## src/rtl/gdsp_defines.vh

```
// Purpose: shared offsets, field positions, reset values and timing for the gauge SPI port
// Assumes: core clock of 200 MHz, 16-bit frames, three-bit address in the top bits
// Notes: times are kept in their own unit; cycle counts are derived from them
`ifndef GDSP_DEFINES_VH
`define GDSP_DEFINES_VH

// ****************************************************************
// frame layout
// ****************************************************************
`define GDSP_WORD_W 16
`define GDSP_ADDR_HI 15
`define GDSP_ADDR_LO 13
`define GDSP_DATA_W 13

// ****************************************************************
// register addresses
// ****************************************************************
`define GDSP_ADR_PWR_EN_CAL 3'h0
`define GDSP_ADR_MAX_VEL 3'h1
`define GDSP_ADR_POS0 3'h2
`define GDSP_ADR_POS1 3'h3
`define GDSP_ADR_RTZ_CTRL 3'h4
`define GDSP_ADR_RTZ_CFG 3'h5

// ****************************************************************
// power, enable and calibration fields
// ****************************************************************
`define GDSP_PE_GAUGE0_EN 0
`define GDSP_PE_GAUGE1_EN 1
`define GDSP_PE_SLOWDOWN 2
`define GDSP_PE_CAL_START 3
`define GDSP_PE_CAL_FSEL 4
`define GDSP_PE_NULL 12
`define GDSP_PE_ZERO_MASK 13'h0FE0

// ****************************************************************
// velocity, position and return-to-zero fields
// ****************************************************************
`define GDSP_VEL_APPLY0 8
`define GDSP_VEL_APPLY1 9
`define GDSP_VEL_ZERO_MASK 13'h1C00
`define GDSP_POS_ZERO_MASK 13'h1000
`define GDSP_RTZ_ZERO_MASK 13'h1FE0
`define GDSP_VEL_TABLE_TOP 8'hFF
`define GDSP_VEL_RESET 8'hFF

// ****************************************************************
// status word bits
// ****************************************************************
`define GDSP_ST_MOTION_A 4
`define GDSP_ST_MOTION_B 5
`define GDSP_ST_CAL_FAULT 7

// ****************************************************************
// timing
// ****************************************************************
`define GDSP_CLK_PERIOD_PS 5000
`define GDSP_OSC_NOM_NS 1000
`define GDSP_OSC_NOM_CYC ((`GDSP_OSC_NOM_NS * 1000) / `GDSP_CLK_PERIOD_PS)
`define GDSP_CAL_REF_NS 8000
`define GDSP_CAL_SLOW_REF_NS 12000
`define GDSP_CAL_DIV 8
`define GDSP_CAL_SLOW_DIV 12
`define GDSP_CAL_TOL_DIV 4

`endif

```

## src/rtl/gdsp_spi_port.v

```verilog
// Purpose: 16-bit SPI slave command port of a dual stepper-gauge driver
// Assumes: pins are asynchronous to core_clk and oversampled; motion logic lives outside
// Notes: registers are write-only; device state is read only through the status word
`timescale 1ns/1ps
`include "gdsp_defines.vh"

// How it works
// - serial input is shifted in on each falling serial clock while select is low.
// - serial output changes only on rising serial clock edges.
// - on select rising, the word goes to the register its top bits address.
// - first rising clock of a frame loads the status word; it leaves first.
// - clocking past sixteen bits returns the earlier received bits in order.
// - frames shorter than sixteen or not a multiple of sixteen change nothing.
// - words travel most significant bit first on both lines.
// - address decode: power, velocity, two positions, return-to-zero, its config.
// - power register bits zero and one enable gauge zero and gauge one drivers.
// - both enables zero puts the device in standby; oscillator keeps running.
// - calibration bit starts measuring one reference low pulse on select.
// - calibration is accepted only when both gauges are off or both still.
// - frequency select bit trims below nominal or centred on nominal.
// - slowdown bit slows the oscillator by a third; a 12 us pulse matches.
// - null bit set means the power write changes nothing at all.
// - velocity index one to 255 stays the selected gauge ceiling until rewritten.
// - an index above the table top is replaced by the table top.
// - a lower ceiling waits until the motor has slowed to it.
// - velocity apply bits pick gauge zero, gauge one, or both.
// - while select is high, clock and input are ignored and output is released.
module gdsp_spi_port #(
	parameter VEL_W = 8,
	parameter [VEL_W-1:0] VEL_TABLE_TOP = `GDSP_VEL_TABLE_TOP,
	parameter PER_W = 12
) (
	input wire core_clk,
	input wire rst_n,
	input wire cs_n,
	input wire sclk,
	input wire si,
	output reg so,
	output reg so_oe,
	input wire [15:0] status_word,
	input wire [VEL_W-1:0] gauge0_speed,
	input wire [VEL_W-1:0] gauge1_speed,
	output reg gauge_zero_drive_enable,
	output reg gauge_one_drive_enable,
	output reg standby,
	output reg cal_frequency_select,
	output reg oscillator_slowdown,
	output reg [VEL_W-1:0] gauge0_velocity_ceiling,
	output reg [VEL_W-1:0] gauge1_velocity_ceiling,
	output reg reg_wr_stb,
	output reg [2:0] reg_wr_addr,
	output reg [`GDSP_DATA_W-1:0] reg_wr_data,
	output wire calibration_fault_flag,
	output wire osc_tick,
	output wire [PER_W-1:0] osc_period
);

	// ****************************************************************
	// helpers
	// ****************************************************************

	// clamp a written index to the top of the acceleration table
	function [VEL_W-1:0] vel_clamp;
		input [VEL_W-1:0] idx;
		begin
			vel_clamp = (idx > VEL_TABLE_TOP) ? VEL_TABLE_TOP : idx;
		end
	endfunction

	// a pending ceiling may take over once the motor is at or below it
	function vel_ready;
		input [VEL_W-1:0] speed;
		input [VEL_W-1:0] ceiling;
		begin
			vel_ready = (speed <= ceiling);
		end
	endfunction

	// ****************************************************************
	// pin synchronisation and edge detection
	// ****************************************************************
	wire [2:0] pins_s;
	wire cs_s;
	wire sclk_s;
	wire si_s;
	reg cs_p_q;
	reg sclk_p_q;

	gdsp_sync #(
		.WIDTH(3),
		.RESET_VAL(3'h4)
	) u_sync (
		.core_clk(core_clk),
		.rst_n(rst_n),
		.async_in({cs_n, sclk, si}),
		.sync_out(pins_s)
	);

	assign cs_s = pins_s[2];
	assign sclk_s = pins_s[1];
	assign si_s = pins_s[0];

	// previous samples for edge finding
	always @(posedge core_clk or negedge rst_n) begin
		if (!rst_n) begin
			cs_p_q <= 1'b1;
			sclk_p_q <= 1'b0;
		end else begin
			cs_p_q <= cs_s;
			sclk_p_q <= sclk_s;
		end
	end

	// clock edges count only while select is low
	wire sclk_rise = sclk_s & ~sclk_p_q & ~cs_s;
	wire sclk_fall = ~sclk_s & sclk_p_q & ~cs_s;
	wire cs_fall = ~cs_s & cs_p_q;
	wire cs_rise = cs_s & ~cs_p_q;

	// ****************************************************************
	// shift registers
	// ****************************************************************
	reg [15:0] in_sh_q;
	reg [3:0] bit_cnt_q;
	reg full_q;
	reg first_q;
	reg last_si_q;
	reg [15:0] out_sh_q;
	wire [15:0] status_out;

	// status word with our own calibration fault in its slot
	assign status_out = {status_word[15:`GDSP_ST_CAL_FAULT+1], calibration_fault_flag,
		status_word[`GDSP_ST_CAL_FAULT-1:0]};

	// capture on falling clock, count bits modulo sixteen
	always @(posedge core_clk or negedge rst_n) begin
		if (!rst_n) begin
			in_sh_q <= 16'h0000;
			bit_cnt_q <= 4'h0;
			full_q <= 1'b0;
			last_si_q <= 1'b0;
		end else if (cs_fall) begin
			bit_cnt_q <= 4'h0;
			full_q <= 1'b0;
		end else if (sclk_fall) begin
			// first bit in ends up at the top
			in_sh_q <= {in_sh_q[14:0], si_s};
			last_si_q <= si_s;
			bit_cnt_q <= bit_cnt_q + 4'h1;
			if (bit_cnt_q == 4'hF)
				full_q <= 1'b1;
		end
	end

	// output shifter and pin drive
	always @(posedge core_clk or negedge rst_n) begin
		if (!rst_n) begin
			out_sh_q <= 16'h0000;
			first_q <= 1'b0;
			so <= 1'b0;
			so_oe <= 1'b0;
		end else begin
			if (cs_fall) begin
				first_q <= 1'b1;
				so_oe <= 1'b1;
			end else if (cs_rise) begin
				// release the output outside a frame
				so_oe <= 1'b0;
				first_q <= 1'b0;
			end
			if (sclk_rise) begin
				first_q <= 1'b0;
				if (first_q) begin
					out_sh_q <= status_out;
					// output moves on the rising edge only
					so <= status_out[15];
				end else begin
					// earlier input bits follow sixteen clocks later
					out_sh_q <= {out_sh_q[14:0], last_si_q};
					so <= out_sh_q[14];
				end
			end
		end
	end

	// ****************************************************************
	// frame decode
	// ****************************************************************
	wire [2:0] w_addr = in_sh_q[`GDSP_ADDR_HI:`GDSP_ADDR_LO];
	wire [`GDSP_DATA_W-1:0] w_data = in_sh_q[`GDSP_DATA_W-1:0];
	// only whole multiples of sixteen bits commit
	wire commit = cs_rise & full_q & (bit_cnt_q == 4'h0);
	wire moving_a = status_word[`GDSP_ST_MOTION_A];
	wire moving_b = status_word[`GDSP_ST_MOTION_B];
	reg wr_pe;
	reg wr_vel;
	reg wr_ext;

	always @* begin
		wr_pe = 1'b0;
		wr_vel = 1'b0;
		wr_ext = 1'b0;
		if (commit) begin
			case (w_addr)
				`GDSP_ADR_PWR_EN_CAL: begin
					wr_pe = ~w_data[`GDSP_PE_NULL] & ((w_data & `GDSP_PE_ZERO_MASK) == 13'h0000);
				end
				`GDSP_ADR_MAX_VEL: begin
					// spare bits must be zero and the index nonzero
					wr_vel = ((w_data & `GDSP_VEL_ZERO_MASK) == 13'h0000) &
						(w_data[VEL_W-1:0] != {VEL_W{1'b0}});
				end
				`GDSP_ADR_POS0, `GDSP_ADR_POS1: begin
					wr_ext = ((w_data & `GDSP_POS_ZERO_MASK) == 13'h0000);
				end
				`GDSP_ADR_RTZ_CTRL: begin
					wr_ext = ((w_data & `GDSP_RTZ_ZERO_MASK) == 13'h0000);
				end
				`GDSP_ADR_RTZ_CFG: begin
					wr_ext = 1'b1;
				end
				// unused and test addresses are dropped
				default: begin
					wr_ext = 1'b0;
				end
			endcase
		end
	end

	// ****************************************************************
	// power, enable and calibration register
	// ****************************************************************
	reg cal_arm_q;

	// load the addressed register on select rising
	always @(posedge core_clk or negedge rst_n) begin
		if (!rst_n) begin
			gauge_zero_drive_enable <= 1'b0;
			gauge_one_drive_enable <= 1'b0;
			standby <= 1'b1;
			cal_frequency_select <= 1'b0;
			oscillator_slowdown <= 1'b0;
			cal_arm_q <= 1'b0;
		end else begin
			cal_arm_q <= 1'b0;
			if (wr_pe) begin
				gauge_zero_drive_enable <= w_data[`GDSP_PE_GAUGE0_EN];
				gauge_one_drive_enable <= w_data[`GDSP_PE_GAUGE1_EN];
				standby <= ~w_data[`GDSP_PE_GAUGE0_EN] & ~w_data[`GDSP_PE_GAUGE1_EN];
				oscillator_slowdown <= w_data[`GDSP_PE_SLOWDOWN];
				cal_frequency_select <= w_data[`GDSP_PE_CAL_FSEL];
				// calibration only when idle or disabled
				cal_arm_q <= w_data[`GDSP_PE_CAL_START] &
					((~gauge_zero_drive_enable & ~gauge_one_drive_enable) |
					(~moving_a & ~moving_b));
			end
		end
	end

	gdsp_osc_cal #(
		.PER_W(PER_W),
		.CNT_W(16)
	) u_osc (
		.core_clk(core_clk),
		.rst_n(rst_n),
		.cs_n_s(cs_s),
		.cal_arm(cal_arm_q),
		.cal_frequency_select(cal_frequency_select),
		.oscillator_slowdown(oscillator_slowdown),
		.calibration_fault_flag(calibration_fault_flag),
		.osc_tick(osc_tick),
		.osc_period(osc_period)
	);

	// ****************************************************************
	// maximum velocity register
	// ****************************************************************
	reg [VEL_W-1:0] pend0_q;
	reg [VEL_W-1:0] pend1_q;
	reg pend0_v_q;
	reg pend1_v_q;
	wire [VEL_W-1:0] new_ceil = vel_clamp(w_data[VEL_W-1:0]);

	// ceiling held until rewritten, pending copy per gauge
	always @(posedge core_clk or negedge rst_n) begin
		if (!rst_n) begin
			pend0_q <= `GDSP_VEL_RESET;
			pend1_q <= `GDSP_VEL_RESET;
			pend0_v_q <= 1'b0;
			pend1_v_q <= 1'b0;
			gauge0_velocity_ceiling <= `GDSP_VEL_RESET;
			gauge1_velocity_ceiling <= `GDSP_VEL_RESET;
		end else begin
			// a lower ceiling waits for the motor to slow
			if (pend0_v_q && vel_ready(gauge0_speed, pend0_q)) begin
				gauge0_velocity_ceiling <= pend0_q;
				pend0_v_q <= 1'b0;
			end
			if (pend1_v_q && vel_ready(gauge1_speed, pend1_q)) begin
				gauge1_velocity_ceiling <= pend1_q;
				pend1_v_q <= 1'b0;
			end
			if (wr_vel && w_data[`GDSP_VEL_APPLY0]) begin
				// index clamped to the table top
				pend0_q <= new_ceil;
				pend0_v_q <= 1'b1;
			end
			if (wr_vel && w_data[`GDSP_VEL_APPLY1]) begin
				pend1_q <= new_ceil;
				pend1_v_q <= 1'b1;
			end
		end
	end

	// ****************************************************************
	// hand-off of position and return-to-zero writes
	// ****************************************************************

	// write-only hand-off; nothing here is read back
	always @(posedge core_clk or negedge rst_n) begin
		if (!rst_n) begin
			reg_wr_stb <= 1'b0;
			reg_wr_addr <= 3'h0;
			reg_wr_data <= 13'h0000;
		end else begin
			reg_wr_stb <= wr_ext;
			if (wr_ext) begin
				reg_wr_addr <= w_addr;
				reg_wr_data <= w_data;
			end
		end
	end

endmodule // gdsp_spi_port

```

## src/rtl/gdsp_sync.v

```verilog
// Purpose: two-stage synchroniser for pin inputs
// Assumes: inputs are asynchronous to core_clk
// Notes: first stage is read by the second stage only
`timescale 1ns/1ps

module gdsp_sync #(
	parameter WIDTH = 3,
	parameter [WIDTH-1:0] RESET_VAL = {WIDTH{1'b0}}
) (
	input wire core_clk,
	input wire rst_n,
	input wire [WIDTH-1:0] async_in,
	output reg [WIDTH-1:0] sync_out
);

	reg [WIDTH-1:0] meta_q;

	// two flops in series, constant reset values
	always @(posedge core_clk or negedge rst_n) begin
		if (!rst_n) begin
			meta_q <= RESET_VAL;
			sync_out <= RESET_VAL;
		end else begin
			meta_q <= async_in;
			sync_out <= meta_q;
		end
	end

endmodule // gdsp_sync

```

## src/rtl/gdsp_osc_cal.v

```verilog
// Purpose: calibratable internal oscillator tick and reference-pulse measurement
// Assumes: chip select arrives already synchronised; cal_arm is a one-cycle pulse
// Notes: the oscillator keeps ticking in standby; a faulty measurement keeps the old trim
`timescale 1ns/1ps
`include "gdsp_defines.vh"

module gdsp_osc_cal #(
	parameter PER_W = 12,
	parameter CNT_W = 16
) (
	input wire core_clk,
	input wire rst_n,
	input wire cs_n_s,
	input wire cal_arm,
	input wire cal_frequency_select,
	input wire oscillator_slowdown,
	output reg calibration_fault_flag,
	output reg osc_tick,
	output reg [PER_W-1:0] osc_period
);

	localparam [2:0] ST_IDLE = 3'h1;
	localparam [2:0] ST_ARMED = 3'h2;
	localparam [2:0] ST_MEASURE = 3'h4;
	localparam integer NOM_INT = `GDSP_OSC_NOM_CYC;
	localparam integer TOL_INT = `GDSP_OSC_NOM_CYC / `GDSP_CAL_TOL_DIV;
	localparam integer DIV_INT = `GDSP_CAL_DIV;
	localparam integer SLOW_DIV_INT = `GDSP_CAL_SLOW_DIV;
	// sized copies so the divider and compares keep their own widths
	localparam [PER_W-1:0] NOM_PER = NOM_INT[PER_W-1:0];
	localparam [PER_W-1:0] TOL = TOL_INT[PER_W-1:0];
	localparam [CNT_W-1:0] DIV_N = DIV_INT[CNT_W-1:0];
	localparam [CNT_W-1:0] SLOW_DIV_N = SLOW_DIV_INT[CNT_W-1:0];

	reg [2:0] state_q;
	reg [CNT_W-1:0] meas_q;
	reg [PER_W-1:0] base_q;
	reg slow_meas_q;
	reg below_q;
	reg [PER_W-1:0] div_q;
	reg [CNT_W-1:0] raw_base;
	reg [CNT_W-1:0] trim_base;
	reg [PER_W-1:0] eff_per;

	// base period from the measured pulse; below-target mode adds an eighth
	always @* begin
		raw_base = slow_meas_q ? (meas_q / SLOW_DIV_N) : (meas_q / DIV_N);
		trim_base = below_q ? (raw_base + (raw_base >> 3)) : raw_base;
		eff_per = oscillator_slowdown ? (base_q + (base_q >> 1)) : base_q;
	end

	// measure the reference low pulse on chip select
	always @(posedge core_clk or negedge rst_n) begin
		if (!rst_n) begin
			state_q <= ST_IDLE;
			meas_q <= {CNT_W{1'b0}};
			base_q <= NOM_PER;
			slow_meas_q <= 1'b0;
			below_q <= 1'b0;
			calibration_fault_flag <= 1'b0;
		end else begin
			case (state_q)
				ST_IDLE: begin
					if (cal_arm) begin
						state_q <= ST_ARMED;
						slow_meas_q <= oscillator_slowdown;
						below_q <= ~cal_frequency_select;
					end
				end
				ST_ARMED: begin
					if (!cs_n_s) begin
						state_q <= ST_MEASURE;
						meas_q <= {{(CNT_W-1){1'b0}}, 1'b1};
					end
				end
				ST_MEASURE: begin
					if (!cs_n_s) begin
						if (meas_q != {CNT_W{1'b1}})
							meas_q <= meas_q + 1'b1;
					end else begin
						state_q <= ST_IDLE;
						// a matching 12 us pulse under slowdown is no fault
						if (raw_base < {{(CNT_W-PER_W){1'b0}}, NOM_PER - TOL} ||
							raw_base > {{(CNT_W-PER_W){1'b0}}, NOM_PER + TOL}) begin
							calibration_fault_flag <= 1'b1;
						end else begin
							calibration_fault_flag <= 1'b0;
							// trim below or centred on the nominal rate
							base_q <= trim_base[PER_W-1:0];
						end
					end
				end
				default: state_q <= ST_IDLE;
			endcase
		end
	end

	// oscillator divider runs in every power state
	always @(posedge core_clk or negedge rst_n) begin
		if (!rst_n) begin
			div_q <= {PER_W{1'b0}};
			osc_tick <= 1'b0;
			osc_period <= NOM_PER;
		end else begin
			osc_period <= eff_per;
			if (div_q + 1'b1 >= eff_per) begin
				div_q <= {PER_W{1'b0}};
				osc_tick <= 1'b1;
			end else begin
				div_q <= div_q + 1'b1;
				osc_tick <= 1'b0;
			end
		end
	end

endmodule // gdsp_osc_cal

```

## config.mk

```make
export PLATFORM = sky130hd
export DESIGN_NAME = gdsp_spi_port
export DESIGN_NICKNAME = d
export VERILOG_FILES = /design/src/rtl/gdsp_spi_port.v /design/src/rtl/gdsp_sync.v /design/src/rtl/gdsp_osc_cal.v
export VERILOG_INCLUDE_DIRS = /design/src /design/src/rtl
export SDC_FILE = /design/constraint.sdc
export NUM_CORES = 1
export LEC_CHECK = 0
export ABC_AREA = 1
export BUFFER_PORTS_ARGS = -buffer_cell sky130_fd_sc_hd__buf_2
export CAP_MARGIN = 10
export CORE_MARGIN = 2
export CORE_UTILIZATION = 50
export CTS_CLUSTER_DIAMETER = 200
export DETAILED_ROUTE_END_ITERATION = 7
export GPL_TIMING_DRIVEN = 0
export PLACE_DENSITY = 0.72
export SKIP_LAST_GASP = 1
export SYNTH_ARGS = -nofsm -noshare
export SYNTH_HDL_FRONTEND = slang
export SYNTH_HIERARCHICAL = 1
export SYNTH_SLANG_ARGS = --single-unit
```

## constraint.sdc

```tcl
create_clock -name core_clk -period 6.4 [get_ports core_clk]
set_input_delay 1.28 -clock core_clk [delete_from_list [all_inputs] [get_ports core_clk]]
set_output_delay 1.28 -clock core_clk [all_outputs]
set_load 0.01 [all_outputs]
```

Yosys cells after proc, flatten, opt, wreduce, memory -nomap -nowiden

Index checks and enable logic that the tools add are counted.

Bits in registers: 164
Bits of input ports: 37
Output and inout bits: 54
Logic and storage cells: 155

Add/sub/neg operators: 5
Divide/modulo/power cells: 1
Order comparisons: 6
Equality and inequality tests: 15
Multiplexer cells: 36
Bitwise gates (word level): 29
Reduce and logical (&&, ||, !) cells: 27

Operators with widths:

| cell                    | number |
|---|---|
| $mux W16                | 4 |
| $logic_not A13 Y1       | 4 |
| $mux W12                | 3 |
| $pmux W16 S2            | 1 |
| $mux W1                 | 19 |
| $add A16 B1 Y16 const B | 1 |
| $div A16 B4 Y16 const B | 1 |
| $gt A16 B8 Y1 const B   | 1 |
| $le A8 B8 Y1            | 2 |
| $lt A16 B8 Y1 const B   | 1 |
| $ne A16 B16 Y1 const B  | 1 |
| $mux W15                | 1 |
| $and A1 B1 Y1           | 14 |
| $not A1 Y1              | 14 |
| $add A12 B1 Y12 const B | 1 |
| $add A12 B11 Y12        | 1 |
| $add A12 B12 Y12        | 1 |
| $ge A12 B12 Y1          | 1 |
| $reduce_bool A2 Y1      | 6 |
| $eq A3 B2 Y1 const B    | 3 |
| $eq A3 B3 Y1 const B    | 3 |
| $mux W3                 | 3 |
| $pmux W3 S3             | 1 |
| $gt A8 B8 Y1 const B    | 1 |
| other kinds (19)        | 31 |

Depth between registers and ports, before layout

Gate-level depths: netlist (run 1).

Depth after elaboration: 7
Mapped depth: 54
Depth with buffers taken out: 54

By module

Netlist (run 1), hierarchy kept.

Modules (own cells, without submodules):

| module        | times used | cells each | area each (sq um) | sequential area each (sq um) |
|---|---|---|---|---|
| gdsp_osc_cal  | 1          | 639        | 4584.4            | 1485.2 |
| gdsp_spi_port | 1          | 526        | 4559.4            | 2494.9 |
| gdsp_sync     | 1          | 6          | 152.6             | 152.6 |

Worst setup path after synthesis (run 1)

No wires, ideal clock.

Path kind: reg-to-reg
Start point: register u_osc.meas_q[14]
End point: register u_osc.base_q[10]
Library setup time: 0.113 ns
Arrival time: 5.093 ns
Required time: 6.287 ns
Setup slack: 1.194 ns
Cell stages (with the launch flop): 51
Buffers on the path: 0
Clock period less this slack: 5.206 ns
Path through: dfrtp_1 inv_2 nand2_1 nand2_1 nand2_1 nand2_2 o21ai_1 nand2_2 inv_2 o21bai_4 nand3_2 nand3_1 nand3_2 nand2_1 nand2_1 nand3_2 nand3_1 nand2_1 [... 15 more ...] inv_1 fa_1 o31ai_1 inv_1 nor2_1 nor2_1 o21ai_0 inv_1 o21ai_0 inv_1 nor2_1 o21ai_0 nand2_1 nand2_1 xor2_1 nand3_1 nand2_1 inv_1

Word-level cells in the longest chain between the ends: 6
Elaborated cells between the ends (all ways): 9
Classes of those cells: 1 x add/sub; 1 x div; 2 x order compare; 2 x mux; 1 x bitwise; 2 x reduce/logical

Ends and longest elaborated chain:

| what                                           | line                                 | RTL |
|---|---|---|
| from (decl)                                    | gdsp_osc_cal.v:36                    | `reg [CNT_W-1:0] meas_q;` |
| from (signal assigned)                         | gdsp_osc_cal.v:56                    | `meas_q <= {CNT_W{1'b0}};` |
| from (signal assigned)                         | gdsp_osc_cal.v:73                    | `meas_q <= {{(CNT_W-1){1'b0}}, 1'b1};` |
| from (signal assigned)                         | gdsp_osc_cal.v:79                    | `meas_q <= meas_q + 1'b1;` |
| $div A16 B4 Y16                                | gdsp_osc_cal.v:47                    | `raw_base = slow_meas_q ? (meas_q / SLOW_DIV_N) : (meas_q / DIV_N);` |
| $mux W16 *                                     | gdsp_osc_cal.v:47                    |  |
| $lt A16 B8 Y1 or $gt A16 B8 Y1 (tied branches) | gdsp_osc_cal.v:83, gdsp_osc_cal.v:84 |  |
| $logic_or A1 B1 Y1                             | gdsp_osc_cal.v:83                    | `if (raw_base < {{(CNT_W-PER_W){1'b0}}, NOM_PER - TOL} \|\|` |
| $not A1 Y1 (no line)                           | n/a                                  |  |
| $reduce_and A3 Y1 (no line)                    | n/a                                  |  |
| to (signal assigned)                           | gdsp_osc_cal.v:89                    | `base_q <= trim_base[PER_W-1:0];` |
| to (decl)                                      | gdsp_osc_cal.v:37                    | `reg [PER_W-1:0] base_q;` |

Mark *: on every way between the ends. The rest lies on a longest branch, timed or not.
A chain may end at the register's enable or synchronous reset.

Final worst setup path (run 1)

Same ends and word-level chain as after synthesis.

==> results.toml, run 1 <==
[sta]
timing.final.hold_violations = 0
slew_headroom_pct = 55.2
whs_ns = 0.347
timing.fmax_mhz = 177
setup_viol = 0
tns_ns = 0
fin_crit_sh_pct = 88.3
clock_skew_ns = 0.0117
setup_slack_ns = 0.750
worst_pin_slew_ns = 0.664
fin_crit_ns = 5.65
rsz0062_at_grt = "false"
report.final.slew_viol_count = 0

[pwr]
vdd_drop_max_uv = 183
p_per_area_nw_per_um2 = 212
p_leak_nw = 5.46

[detailed_routing]
num_vias = 7684
antenna_left = 0
wl_um = 19100
routed_via_density = 5.05
wire_per_inst_um = 12.6
dr.pass1.iters = 5
route.detailed.drc = 0
drt_iter0_drc = 464

[run]
maxCapViolations = 0

[worst_setup_path]
cp-end-kind = "flop"
critPathMaxStageDelay_ns = 0.43
critical_path_class = "reg -> reg"
cp_common_cell = "nand2_1"
crit_fanout = 6
start_kind = "flop"
cp.required_ns = 6.71
arrival_ns = 5.96
slowest_stage = "dfrtp_1"

[global_route]
grt_pass1_vias = 7217
grt_max_degree = 114
antenna_found_initial = 0
grtUsageTotal_pct = 20.2
overflow = 0
grt_first_pass_wirelength_um = 33000

[logic_synthesis]
ys_seq_area_share_pct = 44.5
yosysMostFrequentCell = "nand2_1"
synth-edff-count = 0
synthCells = 1171
synth_top_area_share_pct = 32.3
synthTopCellsByArea = "dfrtp_1 (32%), nand2_1 (12%), dfstp_2 (12%)"
synth_commonest_cells = "nand2_1 (309), inv_1 (181), dfrtp_1 (120)"
syn_area_um2 = 9300
yosysWarnings = 6
synth_flop_cell = "dfrtp_1"
synth_top_area_cell = "dfrtp_1"
synth-async-reset-ratio_pct = 100
ys_types = 49
syn_area_per_cell_um2 = 7.94
ys_ff_latch = 163
synth_nets = 1266

[floorplanning]
core_area_um2 = 18100
die_area_um2 = 19700
num_io_pins = 91
fp.dieH_um = 140
core.rowCount = 49
initial_utilization_pct = 51.4
die_w_um = 140

[min_path]
min_path_type = "reg -> reg"

[placed_design]
post-place-ws_ns = 0.501
io_buffers = 89
gp_congestion = 0.840
place_hpwl_um = 14100

[finish]
diodes = 0
drive_gt1_share_pct = 17.7
area_delta_synth_final_pct = 14.9
finalNetCount = 1375
utilization_pct = 59.1

[clock_network]
clk_latency_ns = 0.42
cts_tree = "done"
h-tree-depth = 4
clk_pin_slew_worst_paths_ns = 0.06
cts_buffers = 17
clock_sinks = 163
cts_root_buf = "clkbuf_16"
clock_path_buffers = 2
cts_setup_buffers = 0

[status]
status = "finished clean"
-- layer usage --
metal	global-route usage, %	share of wire, %	vias up
met5	0	0	-
met4	5.90	1.3	0
met3	3.59	4.1	18
met2	33.0	47	154
met1	27.9	48	3543
li1	-	-	3969
-- layout make-up --
cell class,instances,area (um2)
Buffer,25,144
Sequential cell,163,4130
Multi-Input combinational cell,796,4340
Clock inverter,11,125
Tap cell,229,287
Clock buffer,21,470
Fill cell,1652,7400
Inverter,187,702
Timing Repair Buffer,90,483
-- kinds of logic after synthesis --
| family | count (synthesis) | share of synthesized area [%] |
|---|---|---|
| AO/OA/AOI/OAI | 182 | 11.6 |
| flip-flops | 163 | 44.5 |
| buffers and inverters | 212 | 9.10 |
| AND/OR/NAND/NOR | 535 | 24.9 |
| adder cells (fa/ha/maj) | 58 | 7.97 |
| multiplexers | 2 | 0.215 |
| XOR/XNOR | 19 | 1.79 |
-- sequential cells by signal, summed over array words and instances, names as in the netlist, 12 cells and up --
register and flops:
in_sh_q 16, u_osc/meas_q 16, u_osc/base_q 12, u_osc/div_q 12, reg_wr_data 13, out_sh_q 15, u_osc/osc_period 12
-- report_power, final --
group	switching, mW	internal (mW)	leakage (nW)	total (mW)
sequential	0.0350	1.07	2.07	1.11
clock	0.412	0.608	0.291	1.02
combinational	0.0921	0.0471	3.10	0.139
-- placed cells by master (no fill, tap or decap), types with 12 or more instances in the layout --
master,synthesis,final
clkbuf_16,0,17
o211ai_1,15,15
xor2_1,15,15
dfrtp_1,120,120
nor3_1,19,19
ha_1,56,56
nand3_2,11,12
nand2_1,309,307
buf_2,2,90
inv_1,181,181
o21ai_0,92,90
nand3_1,78,77
dfstp_2,43,43
a21oi_1,39,38
clkbuf_1,14,15
nand2_2,11,13
nor2_1,83,83
-- metrics by stage --
| step | power, mW | cells | cell area [um2] |
|---|---|---|---|
| 2_1_floorplan | 1.19 | 1171 | 9300 |
| 3_3_place_gp | 1.26 | 1489 | 10000 |
| 3_5_place_dp | 1.26 | 1490 | 10100 |
| 4_1_cts | 2.29 | 1522 | 10700 |
| 5_1_grt | 2.36 | 1522 | 10700 |
| 6_report | 2.26 | 1522 | 10700 |
-- worst max-delay path, delay by kind of cell (launching register included) --
family          cells  cell delay (ns)
simple gates       27             2.38
fa+ha+maj           2             0.57
xor+xnor            1             0.13
flops               1             0.43
buf+inv             9             0.59
compound gates     11             1.42
-- worst paths after layout --
| path | from | to | slack [ns] | cells after the start |
|---|---|---|---|---|
| max reg2reg | u_osc/meas_q[14] | u_osc/base_q[10] | 0.75 | 50 |
| min reg2reg | u_sync/meta_q[1] | u_sync/sync_out[1] | 0.35 | 0 |
| max in group asynchronous | rst_n | u_osc/meas_q[13] | 4.78 | 2 |
| max | u_osc/meas_q[14] | u_osc/base_q[10] | 0.75 | 50 |
| min in group asynchronous | rst_n | reg_wr_data[6] | 0.77 | 1 |
| min | u_sync/meta_q[1] | u_sync/sync_out[1] | 0.35 | 0 |
-- repair_timing --
action | in CTS | in global routing
endpoints found under the setup margin | 0 | 2
resized for setup | 0 | 8
hold buffers | 0 | 0
(Power assumes the default switching activity.)
==> run 2, diff against run 1 <==
- PLACE_DENSITY: 0.72 -> unset
- PLACE_DENSITY_LB_ADDON: unset -> 0.12
==> run 2 against run 1 <==
Net effect:
- wire length grew 0.55%
- setup slack lost 0.11 ns
- sequential power is essentially flat
- non-clock buffer count is the same
- clock-buffer cell count shrank 4
- clock power is essentially flat
- first-iteration DRC count shrank 13%
- die area is the same
==> results.toml, run 2 (same netlist as run 1, synthesis figures left out) <==
[clock_network]
cts_root_buf = "clkbuf_16"
clock_path_buffers = 2
h-tree-depth = 4
cts_buffers = 17
clk_latency_ns = 0.44
cts_tree = "done"
clock_sinks = 163
clk_pin_slew_worst_paths_ns = 0.07
cts_resized = 0
hold_buffers = 0
cts_setup_buffers = 0

[floorplanning]
die_w_um = 140
num_io_pins = 91
fp.dieH_um = 140
core_area_um2 = 18100
die_area_um2 = 19700
core.rowCount = 49
initial_utilization_pct = 51.4

[sta]
timing.fmax_mhz = 174
clock_skew_ns = 0.0126
fin_crit_ns = 5.76
timing.final.hold_violations = 0
tns_ns = 0
rsz0062_at_grt = "false"
setup_viol = 0
worst_pin_slew_ns = 0.632
slew_headroom_pct = 57.4
fin_crit_sh_pct = 90.0
report.final.slew_viol_count = 0

[detailed_routing]
routed_via_density = 5.00
antenna_left = 0
wire_per_inst_um = 12.6
route.detailed.drc = 0
drt_iter0_drc = 406
num_vias = 7615
dr.pass1.iters = 5
wl_um = 19200

[finish]
finalNetCount = 1375
diodes = 0
final_cell_mix = "nand2_1 (309), inv_1 (181), dfrtp_1 (120)"
top_regs = "in_sh_q: 16 flops, u_osc/meas_q: 16 flops, out_sh_q: 15 flops"
area_delta_synth_final_pct = 14.8
layout.cells.non_filler = 1522
layout_commonest_cell = "nand2_1"
utilization_pct = 59.0
drive_gt1_share_pct = 17.5

[min_path]
min_path_type = "reg -> reg"
holdPathStages = 0

[worst_setup_path]
crit_family = "simple AND/OR/NAND/NOR gates"
cp.required_ns = 6.72
path_depth = 50
cp-end-kind = "flop"
slowest_stage = "dfrtp_1"
arrival_ns = 6.08
rrSetupSlack_ns = 0.64
crit_fanout = 6
cp_num_buf_inv = 10
critical_path_class = "reg -> reg"
start_kind = "flop"
cp_common_cell = "nand2_1"
critPathMaxStageDelay_ns = 0.43
r2r_cells = 50

[run]
maxCapViolations = 0

[pwr]
power_mw = 2.25
p_leak_nw = 5.45
p_per_area_nw_per_um2 = 211
vdd_drop_max_uv = 208

[global_route]
grt_max_degree = 96
grt_pass1_vias = 7327
grtUsageTotal_pct = 20.4
grt_first_pass_wirelength_um = 33200
overflow = 0
antenna_found_initial = 0

[status]
status = "finished clean"

[placed_design]
io_buffers = 89
dp.cells = 1490
gp_congestion = 0.862
place_hpwl_um = 14000
==> run 2: path summary, 6_finish.rpt <==
kind / start / endpoint
worst max-delay path: u_osc/meas_q[14] / u_osc/base_q[10]
worst min-delay path: u_sync/meta_q[0] / u_sync/sync_out[0]
worst max register to register: u_osc/meas_q[14] / u_osc/base_q[10]
worst min register to register: u_sync/meta_q[0] / u_sync/sync_out[0]
max in group asynchronous: rst_n / u_osc/state_q[0]
min in group asynchronous: rst_n / pend0_v_q
==> run 2: worst register-to-register path: cells and delay by family, from the launching register on <==
family                     cells  cell delay [ns]
and+or+nand+nor               26             2.29
AOI/OAI and AO/OA             11             1.54
buffers and inverters         10             0.70
adders and majority gates      2             0.59
DFF                            1             0.43
xor gates and xnor gates       1             0.13
==> run 2: layout make-up <==
cell class / count / area (um2)
flip-flops and latches: 163 / 4130
fillers: 1663 / 7410
inverters: 187 / 702
clock buffers: 17 / 425
well taps: 229 / 287
clock inverters: 15 / 166
plain buffers: 25 / 144
repair buffers: 90 / 483
multi-input cells: 796 / 4330
==> run 2: through the flow <==
step	setup slack, ns	hold WS, ns	area (um2)
3_3_place_gp	0.619	0.334	10000
3_5_place_dp	0.506	0.340	10100
6_report	0.643	0.355	10700
2_1_floorplan	1.19	0.331	9300
5_1_grt	0.0335	0.361	10700
4_1_cts	0.490	0.358	10700
==> run 2: per-layer routing <==
layer	GRT usage [%]	wire length [um]	vias up
met1	27.6	9490	3503
li1	-	-	3978
met3	2.94	650	18
met4	7.12	271	0
met2	33.7	8810	116
met5	0	0	-
==> run 2: where the power goes <==
group / internal [mW] / switching (mW)
Sequential: 1.07 / 0.0345
Clock: 0.524 / 0.487
Combinational: 0.0470 / 0.0922
